File: config.mk
export PLATFORM = sky130hd
export DESIGN_NAME = serial_array_tx
export DESIGN_NICKNAME = d
export VERILOG_FILES = /design/src/rtl/serial_unit_pkg.sv /design/src/rtl/unit_prescaler.sv /design/src/rtl/serial_array_tx.sv
export SDC_FILE = /design/constraint.sdc
export NUM_CORES = 1
export LEC_CHECK = 0
export BUFFER_PORTS_ARGS = -buffer_cell sky130_fd_sc_hd__buf_4
export CORE_ASPECT_RATIO = 1.5
export CORE_MARGIN = 2
export CORE_UTILIZATION = 49
export CTS_BUF_LIST = sky130_fd_sc_hd__clkbuf_8
export CTS_CLUSTER_SIZE = 16
export DETAILED_ROUTE_END_ITERATION = 8
export PLACE_DENSITY = 0.67
export SLEW_MARGIN = 25
export SYNTH_ARGS = -nofsm -noshare
export SYNTH_HDL_FRONTEND = slang
export SYNTH_SLANG_ARGS = --single-unit
File: constraint.sdc
create_clock -name aclk -period 3.4 [get_ports aclk]
set_input_delay 0.68 -clock aclk [delete_from_list [all_inputs] [get_ports aclk]]
set_output_delay 0.68 -clock aclk [all_outputs]
set_load 0.01 [all_outputs]
File: src/rtl/serial_unit_pkg.sv
// constants, register map and types for the clocked serial transmit units
// assumes one 25 MHz clock and an AXI4-Lite master with byte addresses
package serial_unit_pkg;
	localparam int          NUNIT          = 2;        // serial units, one channel each
	localparam int          ADDR_W         = 8;        // byte address width
	localparam int          GATE_BIT0      = 2;        // clock gate of unit 0, unit 1 next bit up
	// byte offsets
	localparam logic [7:0]  OFF_CLOCK_GATE = 8'h00;    // peripheral_clock_gate
	localparam logic [1:0]  UNIT0_SEL      = 2'b01;    // unit 0 window at 0x40
	localparam logic [1:0]  UNIT1_SEL      = 2'b10;    // unit 1 window at 0x80
	localparam logic [5:0]  ROFF_PRESCALE  = 6'h00;    // prescaler_setup_reg
	localparam logic [5:0]  ROFF_MODE      = 6'h04;    // channel_mode_setup
	localparam logic [5:0]  ROFF_COMM      = 6'h08;    // channel_comm_setup
	localparam logic [5:0]  ROFF_DATA      = 6'h0C;    // channel_data_and_divider
	localparam logic [5:0]  ROFF_START     = 6'h10;    // channel start trigger
	localparam logic [5:0]  ROFF_STOP      = 6'h14;    // channel_stop_trigger_reg
	localparam logic [5:0]  ROFF_ENABLE    = 6'h18;    // channel_enable_status_reg
	localparam logic [5:0]  ROFF_OUT_EN    = 6'h1C;    // output_enable_reg
	localparam logic [5:0]  ROFF_LEVELS    = 6'h20;    // unit_output_levels
	localparam logic [5:0]  ROFF_XSTAT     = 6'h24;    // transfer status
	localparam logic [5:0]  ROFF_RXDATA    = 6'h28;    // low-power receive byte
	// field positions
	localparam int          MODE_OPCLK_BIT = 15;       // op_clock_select
	localparam int          MODE_LPRX_BIT  = 1;        // low-power reception enable
	localparam int          MODE_IRQ_BIT   = 0;        // interrupt_source_select
	localparam int          COMM_DAP_BIT   = 13;       // data_phase_select
	localparam int          COMM_CKP_BIT   = 12;       // clock_phase_select
	localparam int          COMM_ORDER_BIT = 7;        // bit_order_select
	localparam int          COMM_LEN_BIT   = 0;        // frame_length_select
	localparam int          DIV_LSB        = 9;        // divider field [15:9]
	localparam int          LVL_CLK_BIT    = 8;        // clock_output_level
	localparam int          LVL_DATA_BIT   = 0;        // data_output_level
	// reset values
	localparam logic [7:0]  GATE_RST       = 8'h00;
	localparam logic [7:0]  PRESCALE_RST   = 8'h00;
	localparam logic [15:0] MODE_RST       = 16'h0000;
	localparam logic [15:0] COMM_RST       = 16'h0001;
	localparam logic [15:0] DATA_RST       = 16'h0000;
	localparam logic [15:0] LEVELS_RST     = 16'h0101;
	// shortest half period of the serial clock, in system clocks
	localparam logic [1:0]  MIN_HALF_U0    = 2'h1;     // fclk/2
	localparam logic [1:0]  MIN_HALF_U1    = 2'h2;     // fclk/4
	localparam logic [3:0]  LAST_HALF_8    = 4'hF;     // 16 half periods
	localparam logic [3:0]  LAST_HALF_7    = 4'hD;     // 14 half periods
	localparam logic [2:0]  RX_LAST_BIT    = 3'h7;
	typedef enum logic [1:0] {
		ST_IDLE  = 2'b00,                          // waiting for a buffered byte
		ST_LEAD  = 2'b01,                          // half period of early data
		ST_SHIFT = 2'b10                           // clock toggling
	} tx_state_t;
endpackage : serial_unit_pkg

File: src/rtl/unit_prescaler.sv
// two power-of-two tick enables for one serial unit
// assumes run is low whenever the unit clock gate is off
`timescale 1ns/1ps
module unit_prescaler
	import serial_unit_pkg::*;
(
	input  wire logic       aclk,      // system clock
	input  wire logic       aresetn,   // synchronous reset, low active
	input  wire logic       run,       // unit clock supplied
	input  wire logic [3:0] sel0,      // exponent of prescaler_clock_zero
	input  wire logic [3:0] sel1,      // exponent of prescaler_clock_one
	output logic            tick0_q,   // one-cycle enable, clock zero
	output logic            tick1_q    // one-cycle enable, clock one
);
	logic [14:0] cnt_q;                // free count while running

	// ones in the low k bits
	function automatic logic [14:0] low_mask(input logic [3:0] k);
		low_mask = 15'((16'h0001 << k) - 16'h0001);
	endfunction : low_mask

	// counter stops with the gate, so a gated unit draws no ticks
	always_ff @(posedge aclk) begin
		if (!aresetn || !run) begin
			cnt_q   <= '0;
			tick0_q <= 1'b0;
			tick1_q <= 1'b0;
		end else begin
			cnt_q   <= cnt_q + 15'h0001;
			tick0_q <= (cnt_q & low_mask(sel0)) == low_mask(sel0);
			tick1_q <= (cnt_q & low_mask(sel1)) == low_mask(sel1);
		end
	end
endmodule : unit_prescaler

File: src/rtl/serial_array_tx.sv
// two clocked serial transmit units with clock gate, stop controls and AXI4-Lite registers
// assumes synchronous pin inputs and an AXI4-Lite master on aclk
//
// Notes on behaviour
// RULE1 - gate bits 2 and 3 stop units
// RULE2 - gate 0 stops unit clock, 1 runs
// RULE3 - gated unit ignores writes, reads defaults
// RULE4 - software keeps unused gate bits zero
// RULE5 - stop bit triggers, clears when status zero
// RULE6 - enable status read-only, cleared by stop
// RULE7 - stopped channel clock pin follows level bit
// RULE8 - output disable lets data level bit drive
// RULE9 - port use needs both levels high; port_mode here follows only the stopped status, not the level bits
// RULE10 - stopped channel shifts nothing, pins free
// RULE11 - master makes clock, shifts data out
// RULE12 - length bit: 0 seven, 1 eight
// RULE13 - order bit: 0 msb first, 1 lsb
// RULE14 - phase bit 1 leads data half period
// RULE15 - clock phase bit inverts clock
// RULE16 - source bit: end or buffer empty event
// RULE17 - op clock from prescaler zero or one
// RULE18 - prescaler then divider; data low byte
// RULE19 - unit0 max fclk/2, others fclk/4
// RULE20 - peer clock below op clock sixth
// RULE21 - unit0 receives on clock while stopped
// RULE22 - stopped or disabled pins hold levels
`timescale 1ns/1ps
module serial_array_tx
	import serial_unit_pkg::*;
(
	input  wire logic              aclk,            // system clock, 25 MHz
	input  wire logic              aresetn,         // synchronous reset, low active
	input  wire logic [ADDR_W-1:0] s_axi_awaddr,    // write address
	input  wire logic              s_axi_awvalid,   // write address valid
	output logic                   s_axi_awready,   // write address ready
	input  wire logic [31:0]       s_axi_wdata,     // write data
	input  wire logic [3:0]        s_axi_wstrb,     // write byte strobes
	input  wire logic              s_axi_wvalid,    // write data valid
	output logic                   s_axi_wready,    // write data ready
	output logic [1:0]             s_axi_bresp,     // write response
	output logic                   s_axi_bvalid,    // write response valid
	input  wire logic              s_axi_bready,    // write response ready
	input  wire logic [ADDR_W-1:0] s_axi_araddr,    // read address
	input  wire logic              s_axi_arvalid,   // read address valid
	output logic                   s_axi_arready,   // read address ready
	output logic [31:0]            s_axi_rdata,     // read data
	output logic [1:0]             s_axi_rresp,     // read response
	output logic                   s_axi_rvalid,    // read data valid
	input  wire logic              s_axi_rready,    // read data ready
	input  wire logic              lp_sck_in,       // unit 0 serial clock in, low-power receive
	input  wire logic              lp_sdi_in,       // unit 0 serial data in, low-power receive
	output logic [NUNIT-1:0]       sck_out,         // serial clock pins
	output logic [NUNIT-1:0]       sdo_out,         // serial data pins
	output logic [NUNIT-1:0]       port_mode,       // pins free for port use
	output logic [NUNIT-1:0]       csi_channel_irq  // channel event pulse
);
	// bus side state
	logic              aw_held_q;                    // write address captured
	logic              w_held_q;                     // write data captured
	logic [ADDR_W-1:0] awaddr_q;                     // captured write address
	logic [31:0]       wdata_q;                      // captured write data
	logic [3:0]        wstrb_q;                      // captured strobes
	logic              wr_go;                        // both halves present
	logic              wr_ok;                        // write address mapped
	logic [31:0]       rd_word;                      // read mux result
	// register file
	logic [7:0]        gate_q;                       // peripheral_clock_gate
	logic [7:0]        psc_q   [NUNIT];              // prescaler exponents
	logic [15:0]       mode_q  [NUNIT];              // channel_mode_setup
	logic [15:0]       comm_q  [NUNIT];              // channel_comm_setup
	logic [15:0]       data_q  [NUNIT];              // channel_data_and_divider
	logic [15:0]       lvl_q   [NUNIT];              // unit_output_levels
	logic [NUNIT-1:0]  oe_q;                         // channel_output_enable
	logic [NUNIT-1:0]  unit_on;                      // unit clock supplied
	logic [NUNIT-1:0]  wr_unit;                      // accepted write to unit
	logic [NUNIT-1:0]  wr_data, wr_start, wr_stop;   // write side effects
	// channel engine state
	tx_state_t         st_q    [NUNIT];              // shifter state
	logic [NUNIT-1:0]  en_q;                         // channel_enable_status
	logic [NUNIT-1:0]  stop_q;                       // channel_stop_trigger
	logic [NUNIT-1:0]  bfull_q;                      // byte waiting in buffer
	logic [NUNIT-1:0]  dout_q;                       // bit on the data line
	logic [7:0]        shift_q [NUNIT];              // byte being sent
	logic [3:0]        hc_q    [NUNIT];              // half period index
	logic [6:0]        dcnt_q  [NUNIT];              // divider count
	logic [1:0]        gap_q   [NUNIT];              // clocks since last half
	logic [NUNIT-1:0]  tick0, tick1;                 // prescaler enables
	logic [NUNIT-1:0]  half;                         // half period boundary
	// low-power receiver, unit 0
	logic              lp_sck_prev_q;                // previous clock level
	logic [7:0]        lp_sr_q;                      // receive shifter
	logic [2:0]        lp_cnt_q;                     // bits received
	logic [7:0]        lp_rx_q;                      // last received byte
	logic              lp_done_q;                    // byte received pulse

	// register word reachable at this address
	function automatic logic addr_ok(input logic [ADDR_W-1:0] a);
		addr_ok = (a == OFF_CLOCK_GATE) ||
		          ((a[7:6] == UNIT0_SEL || a[7:6] == UNIT1_SEL) &&
		           a[5:0] <= ROFF_RXDATA && a[1:0] == 2'b00);
	endfunction : addr_ok

	// unit index of an address in a unit window
	function automatic logic unit_of(input logic [ADDR_W-1:0] a);
		unit_of = (a[7:6] == UNIT1_SEL);
	endfunction : unit_of

	// byte-lane merge of a 16-bit register
	function automatic logic [15:0] merge16(input logic [15:0] old, input logic [31:0] wd,
	                                        input logic [3:0] sb);
		merge16 = {sb[1] ? wd[15:8] : old[15:8], sb[0] ? wd[7:0] : old[7:0]};
	endfunction : merge16

	// frame bit at position idx, honouring order and length
	function automatic logic frame_bit(input logic [7:0] d, input logic [2:0] idx,
	                                   input logic lsb_first, input logic len8);
		if (lsb_first)
			frame_bit = d[idx];                                        // [RULE13]
		else if (len8)
			frame_bit = d[3'h7 - idx];                                 // [RULE12]
		else
			frame_bit = d[3'h6 - idx];
	endfunction : frame_bit

	// write decode, shared by every write-side process
	always_comb begin
		wr_go = aw_held_q && w_held_q && !s_axi_bvalid;
		wr_ok = addr_ok(awaddr_q);
		for (int u = 0; u < NUNIT; u++) begin
			unit_on[u]  = gate_q[GATE_BIT0 + u];                        // [RULE1] [RULE2]
			// a gated unit drops the write silently
			wr_unit[u]  = wr_go && wr_ok && awaddr_q != OFF_CLOCK_GATE &&
			              unit_of(awaddr_q) == u[0] && unit_on[u];      // [RULE3]
			wr_data[u]  = wr_unit[u] && awaddr_q[5:0] == ROFF_DATA;
			wr_start[u] = wr_unit[u] && awaddr_q[5:0] == ROFF_START && wstrb_q[0] && wdata_q[0];
			wr_stop[u]  = wr_unit[u] && awaddr_q[5:0] == ROFF_STOP && wstrb_q[0] && wdata_q[0];
		end
	end

	// write address and data channels, accepted in either order
	always_ff @(posedge aclk) begin
		if (!aresetn) begin
			aw_held_q     <= 1'b0;
			w_held_q      <= 1'b0;
			awaddr_q      <= '0;
			wdata_q       <= '0;
			wstrb_q       <= '0;
			s_axi_awready <= 1'b1;
			s_axi_wready  <= 1'b1;
			s_axi_bvalid  <= 1'b0;
			s_axi_bresp   <= 2'b00;
		end else begin
			if (s_axi_awvalid && s_axi_awready) begin
				aw_held_q     <= 1'b1;
				awaddr_q      <= s_axi_awaddr;
				s_axi_awready <= 1'b0;
			end
			if (s_axi_wvalid && s_axi_wready) begin
				w_held_q     <= 1'b1;
				wdata_q      <= s_axi_wdata;
				wstrb_q      <= s_axi_wstrb;
				s_axi_wready <= 1'b0;
			end
			if (wr_go) begin
				// unmapped address answers slave error
				aw_held_q    <= 1'b0;
				w_held_q     <= 1'b0;
				s_axi_bvalid <= 1'b1;
				s_axi_bresp  <= wr_ok ? 2'b00 : 2'b10;
			end
			if (s_axi_bvalid && s_axi_bready) begin
				s_axi_bvalid  <= 1'b0;
				s_axi_awready <= 1'b1;
				s_axi_wready  <= 1'b1;
			end
		end
	end

	// clock gate register, never itself gated
	always_ff @(posedge aclk) begin
		if (!aresetn)
			gate_q <= GATE_RST;
		else if (wr_go && wr_ok && awaddr_q == OFF_CLOCK_GATE && wstrb_q[0])
			gate_q <= wdata_q[7:0];
	end

	// setup registers; a gated unit is held at reset values
	always_ff @(posedge aclk) begin
		for (int u = 0; u < NUNIT; u++) begin
			if (!aresetn || !unit_on[u]) begin                      // [RULE3]
				psc_q[u]  <= PRESCALE_RST;
				mode_q[u] <= MODE_RST;
				comm_q[u] <= COMM_RST;
				data_q[u] <= DATA_RST;
				lvl_q[u]  <= LEVELS_RST;
				oe_q[u]   <= 1'b0;
			end else if (wr_unit[u]) begin
				case (awaddr_q[5:0])
					ROFF_PRESCALE: if (wstrb_q[0]) psc_q[u] <= wdata_q[7:0];
					ROFF_MODE:     mode_q[u] <= merge16(mode_q[u], wdata_q, wstrb_q);
					ROFF_COMM:     comm_q[u] <= merge16(comm_q[u], wdata_q, wstrb_q);
					ROFF_DATA:     data_q[u] <= merge16(data_q[u], wdata_q, wstrb_q); // [RULE18]
					ROFF_OUT_EN:   if (wstrb_q[0]) oe_q[u] <= wdata_q[0];          // [RULE8]
					ROFF_LEVELS:   lvl_q[u] <= merge16(lvl_q[u], wdata_q, wstrb_q);  // [RULE7]
					default:       ;                                // triggers and read-only words
				endcase
			end
		end
	end

	// per-unit prescalers
	for (genvar g = 0; g < NUNIT; g++) begin : g_psc
		unit_prescaler u_psc (
			.aclk    (aclk),
			.aresetn (aresetn),
			.run     (unit_on[g]),                                     // [RULE2]
			.sel0    (psc_q[g][3:0]),
			.sel1    (psc_q[g][7:4]),
			.tick0_q (tick0[g]),
			.tick1_q (tick1[g])
		);
	end

	// half period boundary: op clock, divider, then the rate floor
	always_comb begin
		for (int u = 0; u < NUNIT; u++) begin
			half[u] = (mode_q[u][MODE_OPCLK_BIT] ? tick1[u] : tick0[u]) &&   // [RULE17]
			          dcnt_q[u] == data_q[u][15:DIV_LSB] &&                    // [RULE18]
			          gap_q[u] >= ((u == 0) ? MIN_HALF_U0 : MIN_HALF_U1) - 2'h1; // [RULE19]
		end
	end

	// channel engine: triggers, buffer, shifter and pins
	always_ff @(posedge aclk) begin
		for (int u = 0; u < NUNIT; u++) begin
			logic       len8, dap, lsb;
			logic [3:0] nh;
			logic [3:0] nxt;
			len8 = comm_q[u][COMM_LEN_BIT];
			dap  = comm_q[u][COMM_DAP_BIT];
			lsb  = comm_q[u][COMM_ORDER_BIT];
			nh   = hc_q[u] + 4'h1;
			nxt  = {1'b0, nh[3:1]} + 4'h1;
			if (!aresetn || !unit_on[u]) begin
				st_q[u]    <= ST_IDLE;
				en_q[u]    <= 1'b0;
				stop_q[u]  <= 1'b0;
				bfull_q[u] <= 1'b0;
				dout_q[u]  <= 1'b0;
				shift_q[u] <= '0;
				hc_q[u]    <= '0;
				dcnt_q[u]  <= '0;
				gap_q[u]   <= '0;
				sck_out[u] <= LEVELS_RST[LVL_CLK_BIT];
				sdo_out[u] <= LEVELS_RST[LVL_DATA_BIT];
				port_mode[u]       <= 1'b1;
				csi_channel_irq[u] <= 1'b0;
			end else begin
				csi_channel_irq[u] <= 1'b0;
				// trigger reads back 1 until status has dropped
				stop_q[u] <= wr_stop[u] || (stop_q[u] && en_q[u]);      // [RULE5]
				if (stop_q[u])
					en_q[u] <= 1'b0;                                     // [RULE6]
				else if (wr_start[u])
					en_q[u] <= 1'b1;
				// a new byte overwrites an unsent one
				if (wr_data[u] && en_q[u])
					bfull_q[u] <= 1'b1;
				// divider and floor counters run only during a frame
				if (st_q[u] == ST_IDLE || half[u]) begin
					dcnt_q[u] <= '0;
					gap_q[u]  <= '0;
				end else begin
					if ((mode_q[u][MODE_OPCLK_BIT] ? tick1[u] : tick0[u]) &&
					    dcnt_q[u] != data_q[u][15:DIV_LSB])
						dcnt_q[u] <= dcnt_q[u] + 7'h01;
					if (gap_q[u] != 2'h3)
						gap_q[u] <= gap_q[u] + 2'h1;
				end
				if (!en_q[u] || stop_q[u]) begin
					st_q[u]    <= ST_IDLE;                               // [RULE10]
					bfull_q[u] <= 1'b0;
				end else begin
					case (st_q[u])
						ST_IDLE: begin
							if (bfull_q[u] && !wr_data[u]) begin         // [RULE11]
								shift_q[u] <= data_q[u][7:0];
								bfull_q[u] <= 1'b0;
								hc_q[u]    <= '0;
								dout_q[u]  <= frame_bit(data_q[u][7:0], 3'h0, lsb, len8);
								// buffer empty event in continuous mode
								csi_channel_irq[u] <= mode_q[u][MODE_IRQ_BIT];    // [RULE16]
								st_q[u]    <= dap ? ST_LEAD : ST_SHIFT;  // [RULE14]
							end
						end
						ST_LEAD: begin
							if (half[u])
								st_q[u] <= ST_SHIFT;
						end
						ST_SHIFT: begin
							if (half[u]) begin
								if (hc_q[u] == (len8 ? LAST_HALF_8 : LAST_HALF_7)) begin // [RULE12]
									// transfer end event in single mode
									csi_channel_irq[u] <= !mode_q[u][MODE_IRQ_BIT]; // [RULE16]
									st_q[u] <= ST_IDLE;
								end else begin
									hc_q[u] <= nh;
									// phase 0 changes data as clock falls, phase 1 as it rises
									if (!dap && !nh[0])
										dout_q[u] <= frame_bit(shift_q[u], nh[3:1], lsb, len8);
									else if (dap && nh[0] && nxt < (len8 ? 4'h8 : 4'h7))
										dout_q[u] <= frame_bit(shift_q[u], nxt[2:0], lsb, len8); // [RULE14]
								end
							end
						end
						default: st_q[u] <= ST_IDLE;
					endcase
				end
				// pins come from flops so level changes cannot glitch
				if (en_q[u] && st_q[u] == ST_SHIFT)
					sck_out[u] <= hc_q[u][0] ^ comm_q[u][COMM_CKP_BIT];  // [RULE15]
				else
					sck_out[u] <= lvl_q[u][LVL_CLK_BIT];                 // [RULE7] [RULE22]
				if (en_q[u] && oe_q[u])
					sdo_out[u] <= dout_q[u];
				else
					sdo_out[u] <= lvl_q[u][LVL_DATA_BIT];                // [RULE8] [RULE22]
				port_mode[u] <= !en_q[u];                                 // [RULE10]
				// unit 0 also reports a byte taken in low-power receive
				if (u == 0 && lp_done_q)
					csi_channel_irq[u] <= 1'b1;                          // [RULE21]
			end
		end
	end

	// low-power receive on unit 0 while its channel is stopped
	always_ff @(posedge aclk) begin
		if (!aresetn || !unit_on[0] || en_q[0] || !mode_q[0][MODE_LPRX_BIT]) begin
			lp_sck_prev_q <= 1'b1;
			lp_sr_q       <= '0;
			lp_cnt_q      <= '0;
			lp_done_q     <= 1'b0;
			if (!aresetn || !unit_on[0])
				lp_rx_q <= '0;
		end else begin
			lp_sck_prev_q <= lp_sck_in;
			lp_done_q     <= 1'b0;
			// sample on the rising edge of the peer clock
			if (lp_sck_in && !lp_sck_prev_q) begin                     // [RULE21]
				lp_sr_q  <= comm_q[0][COMM_ORDER_BIT] ? {lp_sdi_in, lp_sr_q[7:1]}
				                                      : {lp_sr_q[6:0], lp_sdi_in};
				lp_cnt_q <= lp_cnt_q + 3'h1;
				if (lp_cnt_q == RX_LAST_BIT) begin
					lp_rx_q   <= comm_q[0][COMM_ORDER_BIT] ? {lp_sdi_in, lp_sr_q[7:1]}
					                                       : {lp_sr_q[6:0], lp_sdi_in};
					lp_done_q <= 1'b1;
				end
			end
		end
	end

	// read mux; a gated unit shows its reset values
	always_comb begin
		logic r;
		r       = unit_of(s_axi_araddr);
		rd_word = '0;
		if (s_axi_araddr == OFF_CLOCK_GATE)
			rd_word[7:0] = gate_q;
		else begin
			case (s_axi_araddr[5:0])
				ROFF_PRESCALE: rd_word[7:0]  = psc_q[r];
				ROFF_MODE:     rd_word[15:0] = mode_q[r];
				ROFF_COMM:     rd_word[15:0] = comm_q[r];
				ROFF_DATA:     rd_word[15:0] = data_q[r];
				ROFF_STOP:     rd_word[0]    = stop_q[r];
				ROFF_ENABLE:   rd_word[0]    = en_q[r];                    // [RULE6]
				ROFF_OUT_EN:   rd_word[0]    = oe_q[r];
				ROFF_LEVELS:   rd_word[15:0] = lvl_q[r];
				ROFF_XSTAT:    rd_word[2:0]  = {bfull_q[r], st_q[r] != ST_IDLE, en_q[r]};
				ROFF_RXDATA:   rd_word[7:0]  = (r == 1'b0) ? lp_rx_q : 8'h00;
				default:       rd_word       = '0;
			endcase
		end
	end

	// read channel, one word at a time
	always_ff @(posedge aclk) begin
		if (!aresetn) begin
			s_axi_arready <= 1'b1;
			s_axi_rvalid  <= 1'b0;
			s_axi_rdata   <= '0;
			s_axi_rresp   <= 2'b00;
		end else if (s_axi_arvalid && s_axi_arready) begin
			s_axi_arready <= 1'b0;
			s_axi_rvalid  <= 1'b1;
			s_axi_rdata   <= addr_ok(s_axi_araddr) ? rd_word : 32'h0000_0000;
			s_axi_rresp   <= addr_ok(s_axi_araddr) ? 2'b00 : 2'b10;
		end else if (s_axi_rvalid && s_axi_rready) begin
			s_axi_rvalid  <= 1'b0;
			s_axi_arready <= 1'b1;
		end
	end
endmodule : serial_array_tx

==> results of run 1 <==
-- through the flow --
step           total power (uW)  cells
2_1_floorplan              4390   1640
3_5_place_dp               4500   2070
5_1_grt                    7860   2160
4_1_cts                    7680   2159
3_3_place_gp               4490   2070
6_report                   7620   2160
-- cell type report --
| class | instances | area (um2) | share of cell area, % |
|---|---|---|---|
| sequential | 320 | 8370 | 45.1 |
| clock buffer | 59 | 812 | 4.37 |
| antenna | 1 | 2.50 | 0.0135 |
| clock inverter | 30 | 178 | 0.957 |
| inverter | 35 | 131 | 0.708 |
| tap | 420 | 526 | 2.83 |
| multi-input combinational | 1175 | 7630 | 41.1 |
| timing repair buffer | 120 | 913 | 4.92 |
-- sequential cells by signal, indices dropped and copies added, names as in the netlist, 3 cells and up --
name and cells:
g_psc.u_psc.cnt_q 30, dcnt_q 14, shift_q 16, lp_cnt_q 3, data_q 32, lp_rx_q 8, gate_q 8, lvl_q 32
hc_q 8, wdata_q 16, s_axi_rdata 16, mode_q 32, comm_q 32, st_q 4, lp_sr_q 8, awaddr_q 8
psc_q 16
-- synthesized netlist by cell type, types with 8 or more instances --
library cell	number	area, um2
nand2_1	165	619
nor4_1	9	56.3
nand4_1	16	100
ha_1	30	375
nand3b_1	8	60.1
nor2b_1	10	62.6
and2_1	163	1020
or3_1	13	81.3
nand3_1	47	235
nand2b_1	20	125
mux4_2	24	541
a221oi_1	10	87.6
buf_4	23	173
nor3_1	33	165
a31oi_1	11	68.8
nor2_1	142	533
dfxtp_1	124	2480
a21oi_1	91	455
a211oi_1	14	105
xor2_1	22	193
inv_1	33	124
o21ai_0	61	305
and3_1	19	119
mux2i_1	71	711
xnor2_1	42	368
edfxtp_1	196	5890
o211ai_1	10	75.1
o22ai_1	20	125
clkbuf_1	74	278
-- power groups by stage --
stage,Sequential (uW),Combinational (uW),Clock (uW)
CTS,4160,254,3260
floorplan,4200,186,0
detailed placement,4240,253,0
global placement,4240,250,0
global route,4160,278,3410
finish,4160,257,3210
-- cell families (layout without fill, tap and decap cells) --
group           after synthesis  after routing  synth area share, %
fa+ha+maj                    30             30                 2.27
simple gates                673            673                 20.7
other cells                   1             19               0.0226
flops                       320            320                 50.5
xor+xnor                     65             65                 3.52
mux                         102            102                 8.03
buf+inv                     145            244                 3.90
compound gates              287            287                 11.1
-- path summary, 6_finish.rpt --
kind                                            to  slack, ns  cells after the start
worst max-delay path                     dout_q[1]       0.33                     14
worst min-delay path                  s_axi_wready       0.27                      2
worst max register to register           dout_q[1]       0.33                     14
worst min register to register  csi_channel_irq[0]       0.46                      1
-- critical path, delay by kind of cell, from the launching register on --
kind                       cells  cell delay [ns]
muxes                          1             0.21
xor gates and xnor gates       2             0.39
buffers and inverters          2             0.17
AOI/OAI and AO/OA              6             1.03
adders and majority gates      3             0.71
DFF                            1             0.43
-- cell usage in the layout, fill, tap and decap left out, types with 46 or more instances in the layout --
| master | n |
|---|---|
| clkbuf_8 | 59 |
| edfxtp_1 | 196 |
| inv_1 | 46 |
| mux2i_1 | 71 |
| nand3_1 | 47 |
| and2_1 | 163 |
| a21oi_1 | 91 |
| nor2_1 | 142 |
| o21ai_0 | 59 |
| nand2_1 | 165 |
| dfxtp_1 | 124 |
| buf_4 | 119 |
-- metal layers --
metal | track usage (%) | up-vias | share of wire, % | routed length [um]
li1 | - | 5964 | - | -
met1 | 30.7 | 6110 | 38 | 17100
met2 | 44.5 | 548 | 50 | 22300
met3 | 4.24 | 143 | 7.0 | 3140
met4 | 11.7 | 0 | 5.2 | 2320
met5 | 0 | - | 0 | 0
==> summary.txt, run 1 <==
Synthesis
  • Syn Inst Count: 1623
  • Post-synth EDFFs: 196
  • Distinct cells, synth: 76
  • Number of synthesized register bits: 320
  • Synthesized cell area: 16600 um2
  • Async set or reset register ratio after synthesis: 0%
  • Sequential fraction of the synthesis area: 50.5%
  • Main synth FF type: edfxtp_1
  • Syn_area_per_cell: 10.2 um2
  • YS warnings: 0

Clocking
  • Cts repair resizes: 0
  • CTS buffer count: 48
  • H-tree lvl count: 2
  • Reg clk slew, reported paths: 0.06 ns
  • Max Root-Sink Buffers: 3
  • Post-CTS Setup Inserts: 0
  • CTS sink cnt: 320
  • Skew-Pair Late Insertion Delay: 0.61 ns
  • Root Buffer: clkbuf_8
  • Hold_buf cts: 0
  • CTS tree: done

GRT
  • Pin count of the biggest net entering global routing: 55
  • Vias in the first global route: 12426
  • Total track usage: 25.5%
  • Number of antenna violations at the first check in global routing: 1
  • First-pass GRT wire length: 69.8 mm
  • GRT Residual Overflow: 0

Detailed routing
  • DRC errors left: 0
  • DR vias: 12765
  • Drt initial violations: 1140
  • Final ANT Viol Nets: 0
  • WL per Instance: 20.7 um
  • Drt pass-1 iters: 6
  • Total wire length: 44.8 mm
  • Via/cell ratio: 5.91

Critical path
  • Cell-by-cell trace of the critical path: ha_1 -> xnor2_2 -> inv_1 -> ha_1 -> xor2_1 -> inv_1 -> ha_1 -> o21ai_0 -> o21bai_1 -> a2111oi_0 -> o2111ai_1 -> a21oi_1 -> mux2i_1 -> o2bb2ai_1
  • WS Path Type: flop to flop
  • Critical path launch point type: flop
  • Slowest cell on the critical path: edfxtp_1
  • Crit. End Element: flop
  • Req. time, crit path: 3.85 ns
  • Critical Path AT: 3.52 ns
  • Crit-path max FO: 3
  • RR Startpoint: hc_q[1][1]
  • Crit. Startpoint: hc_q[1][1]
  • CP peak stage delay: 0.43 ns
  • Top cell by count, worst path: ha_1

Power
  • Net Sw Frac: 23.2%
  • Leak: 0.00701 uW
  • Maximum VDD drop: 0.000396 V
  • Clock power frac: 42.0%
  • Sw power: 1770 uW
  • PwrDens: 411 nW/um2
  • Internal power: 5860 uW
  • Combinational share of power: 3.4%
  • Reg power frac: 54.6%

Layout
  • Filler cell count: 2849
  • Final core utilization: 55.7%
  • Nets: 1791
  • Fraction of layout cells with a size suffix above 1: 14.1%
  • Area grow syn2layout: 12.1%
  • Post-route cell area: 18600 um2

Place
  • Gpl congestion: 0.941
  • Area after DPL: 17600 um2
  • IO buf count: 73
  • Final HPWL DP: 33.0 mm
  • Setup WS pre-CTS: 0.224 ns

Min path
  • Hold Crit Start: s_axi_wvalid
  • Worst hold path type: input pin to flop

STA
  • Final setup fails: 0
  • Tcrit/Tclk final: 90.2%
  • Final Hold Fails: 0
  • Slew headroom: 32.3%
  • Slew @ Worst Pin: 1.00 ns
  • Worst setup margin: 0.334 ns
  • Setup TNS: 0 ns
  • Clock skew: 0.0325 ns
  • Tmin final: 3.07 ns
  • Final Slew Violations: 0
  • RSZ-0062 raised after global routing: no
  • Hold slack: 0.270 ns
  • Fmax: 326 MHz

Die
  • Core area: 33300 um2
  • Num ports: 110
  • Initial Utilization: 49.7%
  • # rows: 82
  • Die Ht: 229 um
  • Die area: 35300 um2
  • Die Wd: 154 um

Run status
  • Status: finished, final reports clean

Flow run
  • Max-Cap Viols: 0
(Power assumes the default switching activity.)
==> run 2, diff against run 1 <==
==> constraint.sdc (replaced) <==
create_clock -name aclk -period 3.4 [get_ports aclk]
set_input_delay 0.34 -clock aclk [delete_from_list [all_inputs] [get_ports aclk]]
set_output_delay 0.34 -clock aclk [all_outputs]
set_load 0.01 [all_outputs]
==> run 2 against run 1 <==
Combinational power is 12% higher. Cell area up 1.5%. Global-route usage is 0.061 points lower. Critical path depth shrank 2. Non-clock buffer count grew 27. Final cell count is 1.4% higher. Clock skew is 0.012 ns lower. Power grew 0.33%. Sequential power barely moved. Largest cell class unchanged.
==> summary.txt, run 2 (same netlist as run 1, synthesis figures left out) <==
Layout
  • Final Non-Filler Cells: 2191 (+1.4%)
  • Commonest cells after routing, fill and taps aside: 196 x edfxtp_1, 164 x nand2_1, 163 x and2_1
  • Nets: 1819 (+1.6%)
  • Final core utilization: 56.5% (+0.83 points)
  • Area grow syn2layout: 13.8%
  • Fraction of layout cells with a size suffix above 1: 13.5% (-0.63 points)
  • Commonest non-fill, non-tap cell in the layout: edfxtp_1

Power
  • Maximum VDD drop: 0.000318 V (-20%)
  • Leak: 0.00713 uW (+1.7%)
  • PwrDens: 406 nW/um2 (-1.1%)

GRT
  • GRT Residual Overflow: 0 (unchanged)
  • Total track usage: 25.4% (-0.061 points)
  • Number of antenna violations at the first check in global routing: 1 (unchanged)
  • First-pass GRT wire length: 69.7 mm (about the same)
  • Pin count of the biggest net entering global routing: 55 (unchanged)
  • Vias in the first global route: 12545 (+0.96%)

Clocking
  • Reg clk slew, reported paths: 0.06 ns (about the same)
  • Max Root-Sink Buffers: 3 (unchanged)
  • CTS tree: done
  • CTS sink cnt: 320 (unchanged)
  • H-tree lvl count: 2 (unchanged)
  • CTS buffer count: 49 (+2.1%)
  • Skew-Pair Late Insertion Delay: 0.60 ns (about the same)
  • Root Buffer: clkbuf_8

Detailed routing
  • DRC errors left: 0 (unchanged)
  • DR vias: 12794 (+0.23%)
  • Drt pass-1 iters: 7 (+1)
  • WL per Instance: 20.5 um (-1.4%)
  • Drt initial violations: 974 (-15%)
  • Final ANT Viol Nets: 0 (unchanged)
  • Via/cell ratio: 5.84 (-1.2%)
  • Total wire length: 44.8 mm (about the same)

Critical path
  • Req. time, crit path: 3.88 ns (+0.03 ns)
  • Critical path launch point type: flop
  • Crit-path max FO: 5 (+2)
  • Critical Path AT: 3.65 ns (+0.13 ns)
  • Crit. End Element: flop
  • WS Path Type: flop to flop

STA
  • Tcrit/Tclk final: 93.1% (+2.9 points)
  • Slew @ Worst Pin: 0.937 ns (-0.0679 ns)
  • Worst setup margin: 0.236 ns (-0.0987 ns)
  • RSZ-0062 raised after global routing: no
  • Final Slew Violations: 0 (unchanged)
  • Clock skew: 0.0209 ns (-0.0117 ns)
  • Setup TNS: 0 ns (unchanged)
  • Fmax: 316 MHz (-3.1%)
  • Hold slack: 0.0440 ns (-0.226 ns)
  • Final Hold Fails: 0 (unchanged)
  • Slew headroom: 37.5% (+5.1 points)
  • Tmin final: 3.16 ns (+0.0987 ns)
  • Final setup fails: 0 (unchanged)

Flow run
  • Max-Cap Viols: 0 (unchanged)

Place
  • Final HPWL DP: 32.5 mm (-1.4%)
  • IO buf count: 73 (unchanged)
  • Gpl congestion: 0.940 (-0.16%)
  • Placed instance count: 2066 (-0.19%)
  • Setup WS pre-CTS: 0.275 ns (+0.0505 ns)

Die
  • Die Wd: 154 um (unchanged)
  • # rows: 82 (unchanged)
  • Initial Utilization: 49.7% (unchanged)
  • Core area: 33300 um2 (unchanged)
  • Die Ht: 229 um (unchanged)
  • Die area: 35300 um2 (unchanged)
  • Num ports: 110 (unchanged)

Min path
  • Worst hold path type: input pin to flop

Run status
  • Status: finished, final reports clean
==> run 2: area by class of cell <==
class | instances | area [um2]
inverter | 35 | 131
tap | 420 | 526
sequential | 320 | 8370
fill | 2853 | 14500
timing repair buffer | 147 | 1190
clock inverter | 32 | 170
antenna | 3 | 7.51
clock buffer | 59 | 812
multi-input combinational | 1175 | 7630
==> run 2: layer usage <==
metal / global-route usage, % / vias up / part of all wire, %
met5: 0 / - / 0
met4: 11.3 / 0 / 4.5
met3: 4.16 / 130 / 6.1
met2: 44.8 / 506 / 50
met1: 30.4 / 6133 / 39
li1: - / 6025 / -
==> run 2: metrics by stage <==
stage	area, um2	power, uW
2_1_floorplan	16600	4390
3_3_place_gp	17500	4490
3_5_place_dp	17500	4500
4_1_cts	18800	7710
5_1_grt	18800	7890
6_report	18800	7650
==> run 2: worst max-delay path, cell delays in order (launching register included) <==
cell and delay, ns:
edfxtp_1 0.43, ha_1 0.22, xnor2_1 0.21, inv_1 0.15, ha_1 0.22, xnor3_1 0.41, inv_1 0.08, ha_1 0.22
o21a_1 0.10, o21ai_0 0.16, a31oi_1 0.12, a2111oi_1 0.36, mux2_2 0.38
==> run 2: repair_timing <==
item                       CTS  global route
hold buffers                31             0
setup endpoints to repair    0             1
resized for setup            0             1
buffers inserted             0             0
hold endpoints to repair    31             0
==> run 2: worst paths after layout <==
kind                       from             to  slack (ns)  depth (start not counted)
setup reg to reg     hc_q[0][1]      dout_q[0]        0.24                         12
hold / removal    s_axi_awvalid  s_axi_awready        0.04                          2
setup / recovery     hc_q[0][1]      dout_q[0]        0.24                         12
hold reg to reg     awaddr_q[6]    awaddr_q[6]        0.46                          2
==> run 2: report_power, final <==
| group | switching, uW | internal, uW |
|---|---|---|
| clock network | 1540 | 1660 |
| logic | 167 | 123 |
| registers | 63.5 | 4100 |
| total | 1770 | 5880 |
==> run 3, diff against run 2 <==
--- a/config.mk
+++ b/config.mk
@@ -7,12 +7,12 @@
 export LEC_CHECK = 0
 export BUFFER_PORTS_ARGS = -buffer_cell sky130_fd_sc_hd__buf_4
 export CORE_ASPECT_RATIO = 1.5
-export CORE_MARGIN = 2
-export CORE_UTILIZATION = 49
+export CORE_MARGIN = 5
+export CORE_UTILIZATION = 30
 export CTS_BUF_LIST = sky130_fd_sc_hd__clkbuf_8
 export CTS_CLUSTER_SIZE = 16
 export DETAILED_ROUTE_END_ITERATION = 8
-export PLACE_DENSITY = 0.67
+export PLACE_DENSITY = 0.45
 export SLEW_MARGIN = 25
 export SYNTH_ARGS = -nofsm -noshare
 export SYNTH_HDL_FRONTEND = slang
==> run 3 against run 2 <==
Worst setup slack better by 0.013 ns. Largest power group unchanged. Clock skew rose by 0.0098 ns. Maximum frequency is 0.41% higher. Register-to-register slack is essentially flat.
==> summary.txt, run 3 (same netlist as run 1, synthesis figures left out) <==
Run status
  • Status: finished, final reports clean

Power
  • Clock power frac: 43.5% (+1.7 points)
  • Net Sw Frac: 23.5% (+0.32 points)
  • PwrDens: 408 nW/um2 (+0.53%)
  • Maximum VDD drop: 0.000268 V (-16%)
  • Reg power frac: 52.8% (-1.6 points)
  • Sw power: 1860 uW (+4.8%)
  • Internal power: 6050 uW (+2.9%)
  • Leak: 0.00723 uW (+1.4%)
  • Combinational share of power: 3.8% (about the same)

Die
  • Die Ht: 298 um (+30%)
  • Num ports: 110 (unchanged)
  • Die Wd: 202 um (+31%)
  • Core area: 54700 um2 (+64%)
  • # rows: 105 (+28%)
  • Initial Utilization: 30.3% (-19 points)
  • Die area: 60100 um2 (+70%)

GRT
  • Pin count of the biggest net entering global routing: 55 (unchanged)
  • Vias in the first global route: 12606 (+0.49%)
  • GRT Residual Overflow: 0 (unchanged)
  • First-pass GRT wire length: 79.8 mm (+14%)
  • Total track usage: 17.1% (-8.3 points)
  • Number of antenna violations at the first check in global routing: 3 (+2)

Critical path
  • RR Startpoint: hc_q[0][1]
  • Cell-by-cell trace of the critical path: ha_1 -> xnor2_1 -> inv_1 -> ha_1 -> xnor3_1 -> inv_1 -> ha_1 -> o21a_1 -> o21ai_0 -> a31oi_1 -> a2111oi_2 -> mux2_2
  • Critical path launch point type: flop
  • Reg2reg setup slack: 0.25 ns (about the same)
  • Top cell by count, worst path: ha_1
  • Reg2reg path depth: 12 (unchanged)
  • R2r endpoint: dout_q[0]
  • Critical Path AT: 3.64 ns (about the same)
  • Slowest cell on the critical path: edfxtp_1
  • WS Path Type: flop to flop
  • Crit. End Element: flop
  • Crit-path max FO: 5 (unchanged)
  • Req. time, crit path: 3.89 ns (about the same)
  • CP peak stage delay: 0.43 ns (about the same)

Layout
  • Commonest non-fill, non-tap cell in the layout: edfxtp_1
  • Area grow syn2layout: 16.9%
  • Commonest cells after routing, fill and taps aside: 196 x edfxtp_1, 165 x nand2_1, 163 x and2_1
  • Multi-input gate area: 7630 um2 (about the same)
  • Nets: 1835 (+0.88%)
  • FF/Latch Area: 8370 um2 (unchanged)
  • Filler cell count: 5597 (+96%)
  • Final core utilization: 35.4% (-21 points)
  • Fraction of layout cells with a size suffix above 1: 14.3% (+0.76 points)

Clocking
  • Root Buffer: clkbuf_8
  • CTS sink cnt: 320 (unchanged)
  • CTS buffer count: 51 (+4.1%)
  • Max Root-Sink Buffers: 3 (unchanged)
  • CTS tree: done
  • Skew-Pair Late Insertion Delay: 0.61 ns (about the same)
  • Post-CTS Setup Inserts: 0 (unchanged)
  • H-tree lvl count: 2 (unchanged)
  • Reg clk slew, reported paths: 0.06 ns (about the same)

Place
  • IO buf count: 73 (unchanged)
  • Gpl congestion: 0.905 (-3.7%)
  • Final HPWL DP: 39.2 mm (+21%)

STA
  • Slew @ Worst Pin: 0.991 ns (+0.0547 ns)
  • Setup TNS: 0 ns (unchanged)
  • Tcrit/Tclk final: 92.7% (-0.38 points)
  • Final Slew Violations: 0 (unchanged)
  • Clock skew: 0.0306 ns (+0.00978 ns)
  • Final Hold Fails: 0 (unchanged)
  • RSZ-0062 raised after global routing: no
  • Final setup fails: 0 (unchanged)
  • Fmax: 317 MHz (+0.41%)
  • Tmin final: 3.15 ns (-0.0130 ns)
  • Slew headroom: 33.8% (-3.7 points)

Detailed routing
  • WL per Instance: 21.3 um (+4.3%)
  • DR vias: 12666 (-1.0%)
  • Drt initial violations: 933 (-4.2%)
  • Drt pass-1 iters: 5 (-2)
  • Final ANT Viol Nets: 0 (unchanged)
  • DRC errors left: 0 (unchanged)
  • Via/cell ratio: 5.10 (-13%)
  • Total wire length: 53.0 mm (+18%)

Min path
  • Hold Crit Start: s_axi_awvalid
  • Hold depth: 3 (+1)
  • Worst hold path type: input pin to flop
  • Hold worst-path end: awaddr_q[5]

Flow run
  • Max-Cap Viols: 0 (unchanged)
## run 3: final cells by class
class                      count  share of cell area [%]
timing repair buffer         161                    6.72
tap                          695                    4.49
clock inverter                32                   0.969
clock buffer                  63                    4.48
multi-input combinational   1175                    39.4
antenna                        3                  0.0388
sequential                   320                    43.2
inverter                      35                   0.678
## run 3: worst max-delay path: cells and delay by family, from the launching register on
kind / cells / cell delay [ns]
compound gates: 4 / 0.65
xor+xnor: 2 / 0.63
fa+ha+maj: 3 / 0.68
buf+inv: 2 / 0.25
flops: 1 / 0.43
mux: 1 / 0.38
## run 3: worst max path at each step
stage / start / end / slack [ns] / depth (start not counted)
5_1_grt: hc_q[0][1] / dout_q[0] / 0.02 / 12
3_3_place_gp: hc_q[0][1] / dout_q[0] / 0.27 / 12
2_1_floorplan: hc_q[1][0] / dout_q[1] / 0.12 / 14
4_1_cts: hc_q[0][1] / dout_q[0] / 0.14 / 12
6_report: hc_q[0][1] / dout_q[0] / 0.25 / 12
3_5_place_dp: hc_q[0][1] / dout_q[0] / 0.20 / 12
## run 3: stage by stage
stage	setup WS [ns]	instances	power (uW)	instance area, um2	hold slack, ns
6_report	0.249	2484	7910	19400	0.0741
3_5_place_dp	0.201	2354	4520	18000	0.440
3_3_place_gp	0.267	2354	4520	18000	0.445
2_1_floorplan	0.119	1640	4390	16600	0.418
4_1_cts	0.138	2481	8010	19400	0.0300
5_1_grt	0.0189	2482	8210	19400	0.0482
## run 3: power by group through the flow
stage / clock network [uW] / logic (uW) / registers (uW)
2_1_floorplan: 0 / 186 / 4200
3_3_place_gp: 0 / 265 / 4250
3_5_place_dp: 0 / 266 / 4260
4_1_cts: 3540 / 298 / 4170
5_1_grt: 3710 / 322 / 4170
6_report: 3430 / 298 / 4170
## run 3: repair_timing
| action | 4_1_cts | 5_1_grt |
|---|---|---|
| hold endpoints to repair | 32 | 0 |
| resized for setup | 0 | 2 |
| hold buffers | 32 | 0 |
| endpoints found under the setup margin | 0 | 1 |
## run 3: per-layer routing
metal	vias up	track usage [%]	part of all wire (%)
li1	6074	-	-
met1	6138	20.0	39
met2	364	31.8	53
met3	90	2.24	4.3
met4	0	5.93	3.3
met5	-	0	0
